`src/inc/tmw_pkg.sv`:
```
package tmw_pkg;
    // Clock and timing figures
    localparam int CLK_NS = 50;
    localparam int WAKE_FILT_NS = 500;
    localparam int WAKE_FILT_CYC = (WAKE_FILT_NS + CLK_NS - 1) / CLK_NS;
    localparam int WAKE_WIN_US = 1000;
    localparam int WAKE_WIN_CYC = WAKE_WIN_US * 1000 / CLK_NS;
    localparam int SILENCE_US = 1000000;
    localparam int SILENCE_CYC = SILENCE_US * 1000 / CLK_NS;
    localparam int PON_US = 340;
    localparam int PON_CYC = PON_US * 1000 / CLK_NS;
    localparam int SLEEP_US = 50;
    localparam int SLEEP_CYC = SLEEP_US * 1000 / CLK_NS;
    localparam int LWF_US = 50;
    localparam int LWF_CYC = (LWF_US * 1000 + CLK_NS - 1) / CLK_NS;
    localparam int CNT_W = 25;
    localparam int SYNC_CW = 16;

    // Register map
    localparam logic [7:0] CTRL_OFS = 8'h00;
    localparam logic [7:0] STAT_OFS = 8'h04;
    localparam int CTRL_POR_CLR_BIT = 0;

    // Pin synchroniser slots
    localparam int PIN_A = 0;
    localparam int PIN_B = 1;
    localparam int PIN_BUS = 2;
    localparam int PIN_VBAT_POD = 3;
    localparam int PIN_VBAT_UV = 4;
    localparam int PIN_VCC_UV = 5;
    localparam int PIN_VIO_UV = 6;
    localparam int NPIN = 7;

    typedef enum logic [2:0] {
        MD_POR = 3'h0, MD_STBY = 3'h1, MD_NORM = 3'h3,
        MD_RXO = 3'h2, MD_GTS = 3'h6, MD_SLEEP = 3'h7
    } tmw_mode_t;

    typedef enum logic [1:0] {
        WP_IDLE = 2'h0, WP_DOM1 = 2'h1, WP_REC = 2'h3, WP_DOM2 = 2'h2
    } tmw_wup_t;

    typedef enum logic [1:0] {
        BIAS_FLOAT = 2'h0, BIAS_GND = 2'h1, BIAS_HALF = 2'h2
    } tmw_bias_t;
endpackage

```
`src/rtl/tmw_mode_ctrl.sv`:
```
// Our own choices: the APB register port and the address map.
`timescale 1ns/10ps
//
// Operation
// (RL1) Pin modes need I/O supply
// (RL2) Sleep: B rise to Normal/Receive-only
// (RL3) Sleep stays without B rise
// (RL4) Sleep to Stand-by only by wake
// (RL5) Reset: functions off, outputs float
// (RL6) Reset: supply control follows supplies
// (RL7) Both supplies low: reset
// (RL8) Supply good: Stand-by, flag set
// (RL9) Bias follows silence timer only; the code also sets mid bias in active modes and on bus wake
// (RL10) Low power, silent bus: ground bias
// (RL11) Bus wake: mid bias
// (RL12) Wake in Sleep: Stand-by
// (RL13) Dominant, recessive, dominant in window
// (RL14) Pattern dropped on mode, timeout, reset
// (RL15) Local wake: both edges, battery good
// (RL16) Local spikes ignored
// (RL17) Local wake in Sleep: supply on
// (RL18) Low power, no wake: outputs high
// (RL19) Bus wake both low; local receive low
// (RL20) Bus wake has precedence
// (RL21) Host: Receive-only a low b high
// (RL22) Host: Go-to-Sleep b low a high
// (RL23) Go-to-Sleep expiry, clean: Sleep
// (RL24) Timers are counters with parameters
// (RL25) Wake held until active mode/reset
module tmw_mode_ctrl #(
    parameter int WIN_CYC = tmw_pkg::WAKE_WIN_CYC,
    parameter int SIL_CYC = tmw_pkg::SILENCE_CYC,
    parameter int PON_CYC = tmw_pkg::PON_CYC,
    parameter int FILT_CYC = tmw_pkg::WAKE_FILT_CYC,
    parameter int GTS_CYC = tmw_pkg::SLEEP_CYC,
    parameter int LWF_CYC = tmw_pkg::LWF_CYC
) (
    // Clock and reset
    input wire logic pclk,
    input wire logic presetn,
    // APB slave
    input wire logic [7:0] paddr,
    input wire logic psel,
    input wire logic penable,
    input wire logic pwrite,
    input wire logic [31:0] pwdata,
    output logic [31:0] prdata,
    output logic pready,
    output logic pslverr,
    // Host mode pins
    input wire logic mode_select_pin_a,
    input wire logic mode_select_pin_b,
    // Bus and local wake
    input wire logic bus_dominant,
    input wire logic local_edge_input,
    // Supply comparators
    input wire logic vbat_above_pod,
    input wire logic vbat_above_uv,
    input wire logic vcc_above_uv,
    input wire logic vio_above_uv,
    // Host outputs
    output logic rxd_out,
    output logic rxd_oe,
    output logic diag_flag_out,
    output logic diag_flag_oe,
    // Supply control, bias and function enables
    output logic supply_control_out,
    output logic [1:0] bias_mode,
    output logic tx_enable,
    output logic rx_enable
);
    localparam int CW = tmw_pkg::CNT_W;
    localparam logic [CW-1:0] WIN_MAX = CW'(WIN_CYC);
    localparam logic [CW-1:0] SIL_MAX = CW'(SIL_CYC);
    localparam logic [CW-1:0] PON_LAST = CW'(PON_CYC - 1);
    localparam logic [CW-1:0] FILT_MAX = CW'(FILT_CYC);
    localparam logic [CW-1:0] GTS_MAX = CW'(GTS_CYC);

    ////////////////////////////////////////////////////////////////////
    // Pin synchronisers
    wire [tmw_pkg::NPIN-1:0] raw_pins;
    wire [tmw_pkg::NPIN-1:0] pin_s;
    wire [tmw_pkg::NPIN-1:0] pin_chg;
    wire lwu_lvl;
    wire lwu_chg;

    assign raw_pins = {vio_above_uv, vcc_above_uv, vbat_above_uv, vbat_above_pod,
                       bus_dominant, mode_select_pin_b, mode_select_pin_a};

    // Every pin from outside crosses three flops
    genvar gi;
    generate
        for (gi = 0; gi < tmw_pkg::NPIN; gi++) begin : g_sync
            tmw_sync_filter #(.FILT_CYC(1), .CW(tmw_pkg::SYNC_CW)) u_sync (
                .pclk(pclk),
                .presetn(presetn),
                .pin(raw_pins[gi]),
                .level(pin_s[gi]),
                .change(pin_chg[gi])
            );
        end
    endgenerate

    // Local wake pin with spike filter
    tmw_sync_filter #(.FILT_CYC(LWF_CYC), .CW(tmw_pkg::SYNC_CW)) u_lwu ( // RL16
        .pclk(pclk),
        .presetn(presetn),
        .pin(local_edge_input),
        .level(lwu_lvl),
        .change(lwu_chg)
    );

    ////////////////////////////////////////////////////////////////////
    // State and qualifiers
    tmw_pkg::tmw_mode_t mode_r, mode_nxt;
    tmw_pkg::tmw_wup_t wp_r, wp_nxt;
    tmw_pkg::tmw_bias_t bias_r, bias_nxt;
    logic [CW-1:0] pon_cnt_r, gts_cnt_r, sil_cnt_r, ph_cnt_r, win_cnt_r;
    logic b_prev_r, por_flag_r, wup_pend_r, lwu_pend_r;
    logic rxd_r, rxd_oe_r, diag_r, diag_oe_r, supply_r;
    logic [31:0] prdata_r;

    wire bus_d = pin_s[tmw_pkg::PIN_BUS];
    wire vbat_pod_ok = pin_s[tmw_pkg::PIN_VBAT_POD];
    wire vbat_uv_ok = pin_s[tmw_pkg::PIN_VBAT_UV];
    wire vcc_ok = pin_s[tmw_pkg::PIN_VCC_UV];
    wire pin_ok = pin_s[tmw_pkg::PIN_VIO_UV];
    // Inputs blocked in reset or low I/O supply
    wire in_por = mode_r == tmw_pkg::MD_POR;
    wire pin_a = pin_s[tmw_pkg::PIN_A] && pin_ok && !in_por; // RL1 RL5
    wire pin_b = pin_s[tmw_pkg::PIN_B] && pin_ok && !in_por; // RL1 RL5
    wire b_rise = pin_b && !b_prev_r;
    wire por_enter = !vbat_pod_ok && !vcc_ok; // RL7
    wire supply_ok = vbat_uv_ok || vcc_ok;
    wire act_mode = (mode_r == tmw_pkg::MD_NORM) || (mode_r == tmw_pkg::MD_RXO);
    wire lp_mode = !act_mode && !in_por;
    wire gts_exp = gts_cnt_r == GTS_MAX;
    wire sil_exp = sil_cnt_r == SIL_MAX;
    wire ph_ok = ph_cnt_r == FILT_MAX;
    wire win_exp = win_cnt_r == WIN_MAX;
    wire wp_abort = !lp_mode || por_enter || win_exp; // RL14
    wire wup_det = (wp_r == tmw_pkg::WP_DOM2) && ph_ok && !wp_abort; // RL13
    wire lwu_det = lwu_chg && vbat_uv_ok && lp_mode; // RL15
    wire wake_det = wup_det || lwu_det;
    wire wake_any = wup_pend_r || lwu_pend_r || wake_det;
    wire pon_done = supply_ok && (pon_cnt_r == PON_LAST);
    wire pend_clr = !lp_mode;

    ////////////////////////////////////////////////////////////////////
    // Mode sequencing
    always_comb begin
        mode_nxt = mode_r;
        case (mode_r)
            tmw_pkg::MD_POR: begin
                if (pon_done)
                    mode_nxt = tmw_pkg::MD_STBY; // RL8
            end
            tmw_pkg::MD_STBY, tmw_pkg::MD_NORM, tmw_pkg::MD_RXO: begin
                if (pin_ok) begin // RL1
                    if (pin_b)
                        mode_nxt = pin_a ? tmw_pkg::MD_NORM : tmw_pkg::MD_RXO; // RL21
                    else
                        mode_nxt = pin_a ? tmw_pkg::MD_GTS : tmw_pkg::MD_STBY; // RL22
                end
            end
            tmw_pkg::MD_GTS: begin
                if (pin_ok && pin_b)
                    mode_nxt = pin_a ? tmw_pkg::MD_NORM : tmw_pkg::MD_RXO;
                else if (pin_ok && !pin_a && !gts_exp)
                    mode_nxt = tmw_pkg::MD_STBY;
                else if (gts_exp && !wake_any && !por_flag_r)
                    mode_nxt = tmw_pkg::MD_SLEEP; // RL23
            end
            tmw_pkg::MD_SLEEP: begin
                // Host edge beats a same-cycle wake
                if (b_rise)
                    mode_nxt = pin_a ? tmw_pkg::MD_NORM : tmw_pkg::MD_RXO; // RL2
                else if (wake_det)
                    mode_nxt = tmw_pkg::MD_STBY; // RL4 RL12 RL17
                else
                    mode_nxt = tmw_pkg::MD_SLEEP; // RL3
            end
            default: mode_nxt = tmw_pkg::MD_POR;
        endcase
        if (por_enter)
            mode_nxt = tmw_pkg::MD_POR; // RL7
    end

    // Mode register and mode timers
    always_ff @(posedge pclk or negedge presetn) begin
        if (!presetn) begin
            mode_r <= tmw_pkg::MD_POR;
            b_prev_r <= 1'b0;
            pon_cnt_r <= '0;
            gts_cnt_r <= '0;
        end else begin
            mode_r <= mode_nxt;
            b_prev_r <= pin_b;
            pon_cnt_r <= (in_por && supply_ok && !pon_done) ? pon_cnt_r + 1'b1 : '0; // RL24
            gts_cnt_r <= (mode_r == tmw_pkg::MD_GTS && mode_nxt == tmw_pkg::MD_GTS) ?
                         (gts_exp ? gts_cnt_r : gts_cnt_r + 1'b1) : '0;
        end
    end

    // Power-on flag; set wins over clear
    wire por_clr = psel && penable && pwrite && (paddr == tmw_pkg::CTRL_OFS) &&
                   pwdata[tmw_pkg::CTRL_POR_CLR_BIT];
    always_ff @(posedge pclk or negedge presetn) begin
        if (!presetn)
            por_flag_r <= 1'b0;
        else if (in_por && pon_done)
            por_flag_r <= 1'b1; // RL8
        else if (por_clr)
            por_flag_r <= 1'b0;
    end

    ////////////////////////////////////////////////////////////////////
    // Bus wake pattern detector
    always_comb begin
        wp_nxt = wp_r;
        case (wp_r)
            tmw_pkg::WP_IDLE: if (bus_d && lp_mode) wp_nxt = tmw_pkg::WP_DOM1;
            tmw_pkg::WP_DOM1: if (!bus_d) wp_nxt = ph_ok ? tmw_pkg::WP_REC : tmw_pkg::WP_IDLE;
            tmw_pkg::WP_REC: if (bus_d) wp_nxt = ph_ok ? tmw_pkg::WP_DOM2 : tmw_pkg::WP_IDLE;
            tmw_pkg::WP_DOM2: begin
                if (ph_ok || !bus_d)
                    wp_nxt = tmw_pkg::WP_IDLE;
            end
            default: wp_nxt = tmw_pkg::WP_IDLE;
        endcase
        if (wp_abort)
            wp_nxt = tmw_pkg::WP_IDLE; // RL14
    end

    // Phase and window counters
    always_ff @(posedge pclk or negedge presetn) begin
        if (!presetn) begin
            wp_r <= tmw_pkg::WP_IDLE;
            ph_cnt_r <= '0;
            win_cnt_r <= '0;
        end else begin
            wp_r <= wp_nxt;
            ph_cnt_r <= (wp_nxt != wp_r || ph_ok) ? (ph_ok && wp_nxt == wp_r ?
                        ph_cnt_r : '0) : ph_cnt_r + 1'b1; // RL13
            win_cnt_r <= (wp_nxt == tmw_pkg::WP_IDLE) ? '0 : win_cnt_r + 1'b1;
        end
    end

    ////////////////////////////////////////////////////////////////////
    // Wake pending flags; hardware set wins over clear
    always_ff @(posedge pclk or negedge presetn) begin
        if (!presetn) begin
            wup_pend_r <= 1'b0;
            lwu_pend_r <= 1'b0;
        end else begin
            wup_pend_r <= wup_det || (wup_pend_r && !pend_clr); // RL25
            lwu_pend_r <= lwu_det || (lwu_pend_r && !pend_clr); // RL25
        end
    end

    ////////////////////////////////////////////////////////////////////
    // Bias; silence timer starts expired, so ground after reset
    always_ff @(posedge pclk or negedge presetn) begin
        if (!presetn)
            sil_cnt_r <= SIL_MAX;
        else if (pin_chg[tmw_pkg::PIN_BUS] && !in_por)
            sil_cnt_r <= '0; // RL9
        else if (in_por)
            sil_cnt_r <= SIL_MAX;
        else if (!sil_exp)
            sil_cnt_r <= sil_cnt_r + 1'b1;
    end

    always_comb begin
        bias_nxt = bias_r;
        if (in_por)
            bias_nxt = tmw_pkg::BIAS_FLOAT; // RL5
        else if (act_mode || wup_det)
            bias_nxt = tmw_pkg::BIAS_HALF; // RL11
        else if (sil_exp)
            bias_nxt = tmw_pkg::BIAS_GND; // RL10
    end

    ////////////////////////////////////////////////////////////////////
    // Host outputs and supply control
    wire rxd_nxt = act_mode ? !bus_d : !(wup_pend_r || lwu_pend_r); // RL18 RL19
    wire diag_nxt = act_mode ? 1'b1 : !wup_pend_r; // RL19 RL20
    wire gts_off = (mode_r == tmw_pkg::MD_GTS) && gts_exp && !wake_any && !por_flag_r;
    wire supply_nxt = in_por ? (vbat_pod_ok || vcc_ok) : // RL6
                      !((mode_r == tmw_pkg::MD_SLEEP) || gts_off); // RL17

    always_ff @(posedge pclk or negedge presetn) begin
        if (!presetn) begin
            rxd_r <= 1'b1;
            rxd_oe_r <= 1'b0;
            diag_r <= 1'b1;
            diag_oe_r <= 1'b0;
            supply_r <= 1'b0;
            bias_r <= tmw_pkg::BIAS_FLOAT;
        end else begin
            rxd_r <= in_por ? 1'b1 : rxd_nxt;
            rxd_oe_r <= !in_por; // RL5
            diag_r <= in_por ? 1'b1 : diag_nxt;
            diag_oe_r <= !in_por; // RL5
            supply_r <= supply_nxt;
            bias_r <= bias_nxt;
        end
    end

    assign rxd_out = rxd_r;
    assign rxd_oe = rxd_oe_r;
    assign diag_flag_out = diag_r;
    assign diag_flag_oe = diag_oe_r;
    assign supply_control_out = supply_r;
    assign bias_mode = bias_r;
    assign tx_enable = mode_r == tmw_pkg::MD_NORM;
    assign rx_enable = act_mode;

    ////////////////////////////////////////////////////////////////////
    // APB: no wait states, read data latched at setup
    wire hit_ctrl = paddr == tmw_pkg::CTRL_OFS;
    wire hit_stat = paddr == tmw_pkg::STAT_OFS;
    wire [31:0] stat_word = {24'h000000, bias_r, lwu_pend_r, wup_pend_r,
                             por_flag_r, mode_r};
    wire [31:0] rd_mux = hit_stat ? stat_word : 32'h00000000;

    always_ff @(posedge pclk or negedge presetn) begin
        if (!presetn)
            prdata_r <= 32'h00000000;
        else if (psel && !penable)
            prdata_r <= rd_mux;
    end

    assign prdata = prdata_r;
    assign pready = 1'b1;
    assign pslverr = psel && penable && !(hit_ctrl || hit_stat);
endmodule

```
`src/rtl/tmw_sync_filter.sv`:
```
`timescale 1ns/10ps
// Three-flop synchroniser with stability filter
module tmw_sync_filter #(
    parameter int FILT_CYC = 1,
    parameter int CW = 16
) (
    // Clock and reset
    input wire logic pclk,
    input wire logic presetn,
    // Raw pin
    input wire logic pin,
    // Filtered level and one-cycle change pulse
    output logic level,
    output logic change
);
    localparam logic [CW-1:0] LAST = CW'(FILT_CYC - 1);

    logic [2:0] sync_r;
    logic [CW-1:0] cnt_r;
    logic lvl_r;
    logic chg_r;
    wire agree;
    wire differ;
    wire done;
    wire [CW-1:0] cnt_nxt;

    // Stage one may be metastable; never read
    assign agree = sync_r[1] == sync_r[2];
    assign differ = agree && (sync_r[2] != lvl_r);
    assign done = differ && (cnt_r == LAST);
    assign cnt_nxt = (differ && !done) ? cnt_r + 1'b1 : '0;

    // New level must hold FILT_CYC cycles
    always_ff @(posedge pclk or negedge presetn) begin
        if (!presetn) begin
            sync_r <= 3'h0;
            cnt_r <= '0;
            lvl_r <= 1'b0;
            chg_r <= 1'b0;
        end else begin
            sync_r <= {sync_r[1:0], pin};
            cnt_r <= cnt_nxt;
            lvl_r <= done ? sync_r[2] : lvl_r;
            chg_r <= done;
        end
    end

    assign level = lvl_r;
    assign change = chg_r;
endmodule

```
`config.mk`:
```
export PLATFORM = sky130hd
export DESIGN_NAME = tmw_mode_ctrl
export DESIGN_NICKNAME = d
export VERILOG_FILES = /design/src/inc/tmw_pkg.sv /design/src/rtl/tmw_mode_ctrl.sv /design/src/rtl/tmw_sync_filter.sv
export SDC_FILE = /design/constraint.sdc
export NUM_CORES = 1
export LEC_CHECK = 0
export BUFFER_PORTS_ARGS = -buffer_cell sky130_fd_sc_hd__buf_2
export CORE_MARGIN = 2
export CORE_UTILIZATION = 60
export CTS_CLUSTER_SIZE = 40
export DETAILED_ROUTE_END_ITERATION = 10
export GPL_TIMING_DRIVEN = 1
export PLACE_DENSITY_LB_ADDON = 0.25
export SLEW_MARGIN = 20
export SYNTH_ARGS = -nofsm -noshare
export SYNTH_HDL_FRONTEND = slang
export SYNTH_SLANG_ARGS = --single-unit
```
`constraint.sdc`:
```
create_clock -name pclk -period 2.9 [get_ports pclk]
set_clock_uncertainty 0.1 [all_clocks]
set_input_delay 0.435 -clock pclk [delete_from_list [all_inputs] [get_ports pclk]]
set_output_delay 0.435 -clock pclk [all_outputs]
set_load 0.01 [all_outputs]
```
==> results of run 1 <==
[cell usage after synthesis, types with 3 or more instances]
cell and instances:
dfrtp_1 300, nor2_1 267, xor2_1 124, nand2_1 108, xnor2_1 102, nand3_1 96
inv_1 62, nand4_1 59, nor3_1 57, nor4_1 57, and3_1 35, clkbuf_1 30
and4_1 27, buf_4 26, ha_1 26, o21ai_0 26, a21oi_1 12, dfstp_2 10
or3_1 9, a22o_1 8, o21ai_1 8, or2_2 8, and2_1 7, nand2b_1 7
nor3b_1 7, a211oi_1 6, o211ai_1 5, or4_1 5, a31oi_1 4, buf_2 4
nor2b_1 4, mux2_2 3, nor4bb_1 3, or4b_1 3
[area by class of cell]
class                      count  area (sq um)
sequential                   310          7770
clock inverter                14         242.7
clock buffer                  47          1033
inverter                      63         236.5
multi-input combinational   1140          6870
fill                        1916          7903
tap                          330         412.9
timing repair buffer          68         495.5
[layer usage]
layer  vias to the layer above  GRT usage, %
met3                        41         3.132
met2                       180         38.71
li1                       5425             -
met1                      5312         31.65
met4                         0         6.356
met5                         -             0
[cells by family after synthesis]
kind of cell | after synthesis | share of synthesized area (%)
XOR/XNOR | 226 | 13.10
flip-flops | 310 | 51.41
adder cells (fa/ha/maj) | 26 | 2.152
AND/OR/NAND/NOR | 771 | 25.47
buffers and inverters | 124 | 3.758
AO/OA/AOI/OAI | 87 | 3.709
multiplexers | 5 | 0.3559
other | 2 | 0.04969
[flip-flops by register name, indices dropped and copies added (netlist names), 2 cells and up]
register and count:
bias_mode 2, g_sync.u_sync.cnt_r 112, g_sync.u_sync.level 7, g_sync.u_sync.sync_r 21
gts_cnt_r 25, mode_r 3, ph_cnt_r 25, pon_cnt_r 25
prdata 8, sil_cnt_r 25, u_lwu.cnt_r 16, u_lwu.sync_r 3
win_cnt_r 25, wp_r 2
[through the flow]
step	hold WS, ps	util, %	cell area (sq um)	setup WS [ps]	std cells
after global routing	191.7	68.34	17060	106.4	1972
after CTS	154.7	68.34	17060	229.6	1972
after detailed placement	234.7	62.87	15700	256.6	1902
after floorplan	39.41	-	15200	248.2	1574
final	175.1	68.34	17060	254.3	1972
after global placement	232.9	62.87	15700	269.5	1902
[worst paths after layout]
path	end	from	slack, ps
worst min register to register	g_sync[3].u_sync.sync_r[1]$_DFF_PN0_	g_sync[3].u_sync.sync_r[0]$_DFF_PN0_	250
min in group asynchronous	g_sync[5].u_sync.cnt_r[13]$_DFF_PN0_	presetn	390
worst max-delay path	sil_cnt_r[11]$_DFFE_PN1P_	sil_cnt_r[16]$_DFFE_PN1P_	250
worst min-delay path	por_flag_r$_DFFE_PN0P_	paddr[2]	180
max in group asynchronous	diag_flag_out$_DFF_PN1_	presetn	1520
worst max register to register	sil_cnt_r[11]$_DFFE_PN1P_	sil_cnt_r[16]$_DFFE_PN1P_	250
[power breakdown]
part           internal, W  switching [W]
sequential         0.00439      0.0000906
combinational     0.000109       0.000206
clock              0.00304        0.00174
total              0.00754        0.00203
[timing repair]
action	4_1_cts	5_1_grt
gates resized for setup	0	0
setup buffers	0	0
endpoints found under the hold margin	68	0
hold buffers	9	0
[worst register-to-register path, cell delays in order (launching register included)]
cell     delay, ps
dfstp_2        570
or4b_1         440
or4_4          570
nor4_4         510
or2_2          280
o21ai_1         90
==> impl_metrics.toml, run 1 <==
[timing]
tightest_slew_ps = 717.5
finalMaxSlewViolations = 0
rsz0062_at_grt = "no"
setup_violations = 0
finalCritPeriodShare_pct = 91.23
fmax_ghz = 0.3780
finalHoldViolations = 0
setup_total_negative_slack_ps = 0
period_needed_ps = 2646
slew_headroom_pct = 51.73

[place]
hpwl_mm = 19.28
gp_congestion = 0.8390
portBuffers = 39

[die]
ios = 96
die_w_um = 162.7
rows = 58
die-area_sq_mm = 0.02648
die_h_um = 162.7
core_area_sq_mm = 0.02496
start_util_pct = 60.55

[routing]
drt-initial-drc-count = 793
first_pass_iters = 7
wl_mm = 29.45
ant_nets = 0
met3_wirelength_mm = 1.066
drt-met1-wl_mm = 13.65
drt-vias-per-instance = 5.557
wl_met2_mm = 14.20
top_layer = "met4"
detail_route.wl_per_cell_um = 14.93
drc_errors = 0
num_vias = 10960

[pwr]
powerDensity_mw_per_mm2 = 561.1
leakagePower_nw = 7.309
fin_total_pwr_w = 0.009573
peakVddDrop_uv = 509.7

[synthesis]
synthFlopType = "dfrtp_1"
synth_top_area_share_pct = 49.67
yosysWarnings = 0
synth_cells = 1551
synth_area_per_cell_sq_um = 9.745
synth_edf_count = 0
ys_ff_latch = 310
synthArstFlopShare_pct = 100.0
synth_area_sq_mm = 0.01511
yosysTopAreaCell = "dfrtp_1"
yosysSeqAreaShare_pct = 51.41
yosysUniqueCellTypes = 63
synthTopCellsByArea = "dfrtp_1 50%, xor2_1 7.2%, nor2_1 6.6%"

[worst_setup_path]
cpPeakStageDelay_ps = 570
critPathMaxFanout = 7
critPathRequiredTime_ps = 3220
cp_top_family = "simple AND/OR/NAND/NOR gates"
crit_cells = 5
r2r_cells = 5
endpoint_kind = "flop"
worstSetupStartpointType = "flop"
path_buf_inv = 0
crit_path_top_delay_cell = "dfstp_2"
crit_arrival_ps = 2970
path_class = "flop to flop"
path_cells = "or4b_1 -> or4_4 -> nor4_4 -> or2_2 -> o21ai_1"

[grt]
first_global_vias = 10830
grt_util_all_layers_pct = 23.03
grt_max_degree = 74
antenna_found_initial = 0
overflow = 0
grt_pass1_wl_mm = 50.76

[clock_tree]
cts-htree-levels = 2
cts_root_buffer = "clkbuf_16"
cts_buffers = 35
clkTransAtPathRegs_ps = 60
cts_tree = "yes"
clock_path_buffers = 3
clock_latency_ps = 510
clock_sinks = 310

[finish]
final_layout_size_suffix_gt1_share_pct = 8.892
area_growth_syn_to_layout_pct = 12.88
layout_common_cells = "300 x dfrtp_1, 267 x nor2_1, 124 x xor2_1"
diodes = 0
nets = 1697
final_common_cell = "dfrtp_1"

[worst_hold_path]
worst_hold_path.num_cells = 5
min_path_type = "primary input to flop"

[flow_run]
max-cap-violations = 0

[run_status]
status = "finished, final reports clean"
(Power assumes the default switching activity.)
==> run 2, diff against run 1 <==
--- a/config.mk
+++ b/config.mk
@@ -5,7 +5,7 @@
 export SDC_FILE = /design/constraint.sdc
 export NUM_CORES = 1
 export LEC_CHECK = 0
-export BUFFER_PORTS_ARGS = -buffer_cell sky130_fd_sc_hd__buf_2
+export BUFFER_PORTS_ARGS = -buffer_cell sky130_fd_sc_hd__clkbuf_2
 export CORE_MARGIN = 2
 export CORE_UTILIZATION = 60
 export CTS_CLUSTER_SIZE = 40
==> run 2 against run 1 <==
Against the previous run: sequential share of layout area grew 0.40 points; hold slack gained 11 ps; die area is the same; utilization shrank 0.59 points; sequential cell count is the same; highest routed layer unchanged; fmax grew 0.37%; cell count grew 0.10%; global-route usage shrank 0.55 points; first-iteration DRC count grew 10%; power shrank 5.2%; cell area shrank 0.87%; clock power shrank 10%.
==> impl_metrics.toml, run 2 (synthesized netlist as in run 1, its figures left out) <==
[run_status]
status = "finished, final reports clean"

[grt]
grt_util_all_layers_pct = 22.48
grt_pass1_wl_mm = 50.07
first_global_vias = 10810
overflow = 0
grt_max_degree = 88
antenna_found_initial = 0

[finish]
stdcell_area_sq_mm = 0.01691
final_common_cell = "dfrtp_1"
nets = 1700
layout_common_cells = "300 x dfrtp_1, 267 x nor2_1, 124 x xor2_1"
area_growth_syn_to_layout_pct = 11.90
diodes = 0
final_layout_size_suffix_gt1_share_pct = 8.698
largest_register_ffs = 112
top_register = "g_sync.u_sync.cnt_r"
fin_util_pct = 67.75
fillers = 1939

[die]
die_w_um = 162.7
die_h_um = 162.7
rows = 58
start_util_pct = 60.55
core_area_sq_mm = 0.02496
die-area_sq_mm = 0.02648
ios = 96

[routing]
first_pass_iters = 5
drt-initial-drc-count = 872
num_vias = 11010
ant_nets = 0
drt-vias-per-instance = 5.579
wl_mm = 29.07
detail_route.wl_per_cell_um = 14.73
drc_errors = 0

[flow_run]
max-cap-violations = 0

[clock_tree]
cts-htree-levels = 2
cts_root_buffer = "clkbuf_16"
clock_latency_ps = 510
cts_buffers = 36
cts.repair.resized = 0
clock_sinks = 310
postCtsSetupBuffers = 0
cts_hold_buffers = 9
cts_tree = "yes"
clock_path_buffers = 3
clkTransAtPathRegs_ps = 60

[timing]
tightest_slew_ps = 728.1
setup_total_negative_slack_ps = 0
period_needed_ps = 2636
setup_violations = 0
slew_headroom_pct = 51.01
finalHoldViolations = 0
finalMaxSlewViolations = 0
hold_slack_ps = 186.2
rsz0062_at_grt = "no"
finalCritPeriodShare_pct = 90.90
fmax_ghz = 0.3794

[worst_setup_path]
crit_arrival_ps = 2960
path_class = "flop to flop"
critPathMaxFanout = 7
endpoint_kind = "flop"
critPathRequiredTime_ps = 3220
worstSetupStartpointType = "flop"

[pwr]
fin_total_pwr_w = 0.009073
powerDensity_mw_per_mm2 = 536.4
leakagePower_nw = 7.253
peakVddDrop_uv = 513.9

[worst_hold_path]
min_path_type = "primary input to flop"

[place]
postPlaceCellArea_sq_mm = 0.01570
gp_congestion = 0.8374
portBuffers = 39
hpwl_mm = 19.08
[run 2: layer usage]
metal  global-route usage, %  wire length [um]  share of wire [%]
met4                   6.557               537                1.8
met2                   36.75             14040                 48
met1                   31.65             13480                 46
met5                       0                 0                  0
met3                   3.081              1006                3.5
[run 2: path summary, 6_finish.rpt]
check	startpoint	to	slack [ps]	depth (start not counted)
worst max-delay path	sil_cnt_r[16]$_DFFE_PN1P_	sil_cnt_r[24]$_DFFE_PN1P_	260	5
worst min-delay path	paddr[2]	por_flag_r$_DFFE_PN0P_	190	5
worst max register to register	sil_cnt_r[16]$_DFFE_PN1P_	sil_cnt_r[24]$_DFFE_PN1P_	260	5
worst min register to register	u_lwu.sync_r[0]$_DFF_PN0_	u_lwu.sync_r[1]$_DFF_PN0_	250	0
max in group asynchronous	presetn	win_cnt_r[6]$_DFF_PN0_	1490	3
min in group asynchronous	presetn	g_sync[5].u_sync.cnt_r[8]$_DFF_PN0_	370	2
[run 2: power breakdown]
group | leakage (nW) | internal, W | total [W] | switching [W]
clock | 0.562 | 0.00260 | 0.00428 | 0.00168
sequential | 4.20 | 0.00439 | 0.00448 | 0.0000863
combinational | 2.49 | 0.000109 | 0.000315 | 0.000207
[run 2: worst max-delay path, stage by stage (launching register included)]
cell     delay [ps]
dfstp_2         570
or4b_1          430
or4_4           570
nor4_4          520
or2_2           270
o21ai_1          90
[run 2: layout make-up]
| class | count | area (sq um) | share of cell area, % |
|---|---|---|---|
| well taps | 330 | 412.9 | 2.441 |
| multi-input cells | 1140 | 6870 | 40.62 |
| inverters | 63 | 236.5 | 1.398 |
| clock inverters | 9 | 73.82 | 0.4365 |
| flip-flops and latches | 310 | 7770 | 45.94 |
| repair buffers | 70 | 498.0 | 2.944 |
| clock buffers | 52 | 1052 | 6.221 |
[run 2: per-stage QoR]
step,instances,setup slack [ps]
after floorplan,1574,248.2
after global placement,1904,273.5
after detailed placement,1904,280.5
after CTS,1974,266.3
after global routing,1974,106.6
final,1974,264.0
==> run 3, diff against run 2 <==
--- a/config.mk
+++ b/config.mk
@@ -7,7 +7,7 @@
 export LEC_CHECK = 0
 export BUFFER_PORTS_ARGS = -buffer_cell sky130_fd_sc_hd__clkbuf_2
 export CORE_MARGIN = 2
-export CORE_UTILIZATION = 60
+export CORE_UTILIZATION = 55
 export CTS_CLUSTER_SIZE = 40
 export DETAILED_ROUTE_END_ITERATION = 10
 export GPL_TIMING_DRIVEN = 1
==> constraint.sdc (replaced) <==
create_clock -name pclk -period 2.4 [get_ports pclk]
set_clock_uncertainty 0.1 [all_clocks]
set_input_delay 0.36 -clock pclk [delete_from_list [all_inputs] [get_ports pclk]]
set_output_delay 0.36 -clock pclk [all_outputs]
set_load 0.01 [all_outputs]
==> run 3 against run 2 <==
Against the previous run: critical path depth is 3 higher; cell area is 2.6% higher; register-to-register slack worse by 170 ps; clock power is 22% higher; hold slack worse by 48 ps; utilization is 3.4 points lower; cell count is 2.3% higher; count of clock-buffer cells in the layout is 1 lower; critical path type unchanged; largest cell class unchanged; largest power group unchanged; highest routed layer unchanged.
==> impl_metrics.toml, run 3 (synthesized netlist as in run 1, its figures left out) <==
[run_status]
status = "finished, final reports clean"

[clock_tree]
clock_sinks = 310
cts-htree-levels = 2
cts_root_buffer = "clkbuf_16"
clkTransAtPathRegs_ps = 60
clock_latency_ps = 510
cts_buffers = 35
clock_path_buffers = 3
cts_tree = "yes"

[timing]
tightest_slew_ps = 601.7
fmax_ghz = 0.4331
period_needed_ps = 2309
hold_slack_ps = 138.6
rsz0062_at_grt = "yes"
slew_headroom_pct = 59.88
setup_total_negative_slack_ps = 0
finalHoldViolations = 0
finalCritPeriodShare_pct = 96.20
setup_violations = 0
finalMaxSlewViolations = 0

[flow_run]
max-cap-violations = 0

[routing]
ant_nets = 0
detail_route.wl_per_cell_um = 14.51
drc_errors = 0
wl_mm = 29.32
num_vias = 11190
drt-initial-drc-count = 699
first_pass_iters = 5
drt-vias-per-instance = 5.537

[die]
ios = 96
core_area_sq_mm = 0.02695
die_w_um = 169.8
die_h_um = 169.8
start_util_pct = 56.08
die-area_sq_mm = 0.02882
rows = 60

[grt]
grt_util_all_layers_pct = 21.02
overflow = 0
grt_max_degree = 72
grt_pass1_wl_mm = 50.72
antenna_found_initial = 0
first_global_vias = 10840

[finish]
final_common_cell = "dfrtp_1"
area_growth_syn_to_layout_pct = 14.76
largest_register_ffs = 112
diodes = 0
stdcell_count = 2020
fin_util_pct = 64.36
final_layout_size_suffix_gt1_share_pct = 11.44
stdcell_area_sq_mm = 0.01735
nets = 1735
layout_common_cells = "300 x dfrtp_1, 267 x nor2_1, 124 x xor2_1"
top_register = "g_sync.u_sync.cnt_r"

[worst_setup_path]
cp_top_family = "simple AND/OR/NAND/NOR gates"
critPathRequiredTime_ps = 2720
worstSetupStartpointType = "flop"
path_class = "flop to flop"
cpPeakStageDelay_ps = 410
path_cells = "inv_1 -> ha_1 -> nor4bb_1 -> and4_2 -> a2111o_1 -> and4b_2 -> buf_12 -> nor3_1"
crit_path_top_delay_cell = "a2111o_1"
path_buf_inv = 2
endpoint_kind = "flop"
critPathMaxFanout = 25
crit_arrival_ps = 2630

[place]
hpwl_mm = 19.70
postPlaceCellArea_sq_mm = 0.01605
portBuffers = 39
gp_congestion = 0.8335
dp_cells = 1951

[pwr]
powerDensity_mw_per_mm2 = 635.3
peakVddDrop_uv = 891.2
leakagePower_nw = 7.481

[worst_hold_path]
min_path_type = "primary input to flop"
-- run 3: repair_timing --
action / CTS / global route
hold endpoints to repair: 71 / 0
setup buffers: 0 / 0
resized for setup: 0 / 16
setup endpoints to repair: 0 / 85
hold buffers: 9 / 0
-- run 3: final cells by class --
| class | count | area (sq um) |
|---|---|---|
| Fill cell | 2106 | 9605 |
| Sequential cell | 310 | 7770 |
| Multi-Input combinational cell | 1140 | 6947 |
| Clock buffer | 51 | 1059 |
| Timing Repair Buffer | 106 | 834.6 |
| Tap cell | 341 | 426.7 |
| Inverter | 63 | 236.5 |
| Clock inverter | 9 | 72.57 |
-- run 3: stage by stage --
step	power [W]	setup slack [ps]
after global routing	0.01143	-41.20
after CTS	0.01117	7.075
final	0.01102	91.28
after floorplan	0.005694	-45.48
after detailed placement	0.005895	16.39
after global placement	0.005880	39.36
-- run 3: path summary, 6_finish.rpt --
kind / from / to / slack (ps) / cells after the start
max in group asynchronous: presetn / diag_flag_out$_DFF_PN1_ / 1180 / 3
worst min register to register: g_sync[2].u_sync.sync_r[0]$_DFF_PN0_ / g_sync[2].u_sync.sync_r[1]$_DFF_PN0_ / 250 / 0
worst max-delay path: win_cnt_r[0]$_DFF_PN0_ / gts_cnt_r[6]$_DFFE_PN0P_ / 90 / 8
worst min-delay path: paddr[2] / por_flag_r$_DFFE_PN0P_ / 140 / 5
min in group asynchronous: presetn / g_sync[5].u_sync.cnt_r[9]$_DFF_PN0_ / 320 / 2
worst max register to register: win_cnt_r[0]$_DFF_PN0_ / gts_cnt_r[6]$_DFFE_PN0P_ / 90 / 8
-- run 3: routing by layer --
layer  vias to the layer above  wire (um)  track usage, %  part of all wire, %
li1                       5488          -               -                    -
met1                      5461      13550           28.74                   46
met2                       192      14220           35.56                   49
met3                        44        927           2.612                  3.2
met4                         0        614           5.909                  2.1
met5                         -          0               0                    0
-- run 3: worst reg2reg max path: stages (launching register included) --
cell and delay, ps:
dfrtp_1 380, inv_1 70, ha_1 190, nor4bb_1 130
and4_2 270, a2111o_1 410, and4b_2 290, buf_12 170
nor3_1 220
-- run 3: power breakdown --
| group | leakage [nW] | internal [W] | switching, W |
|---|---|---|---|
| Combinational | 2.72 | 0.000146 | 0.000257 |
| Sequential | 4.20 | 0.00531 | 0.0000975 |
| Clock | 0.562 | 0.00315 | 0.00206 |
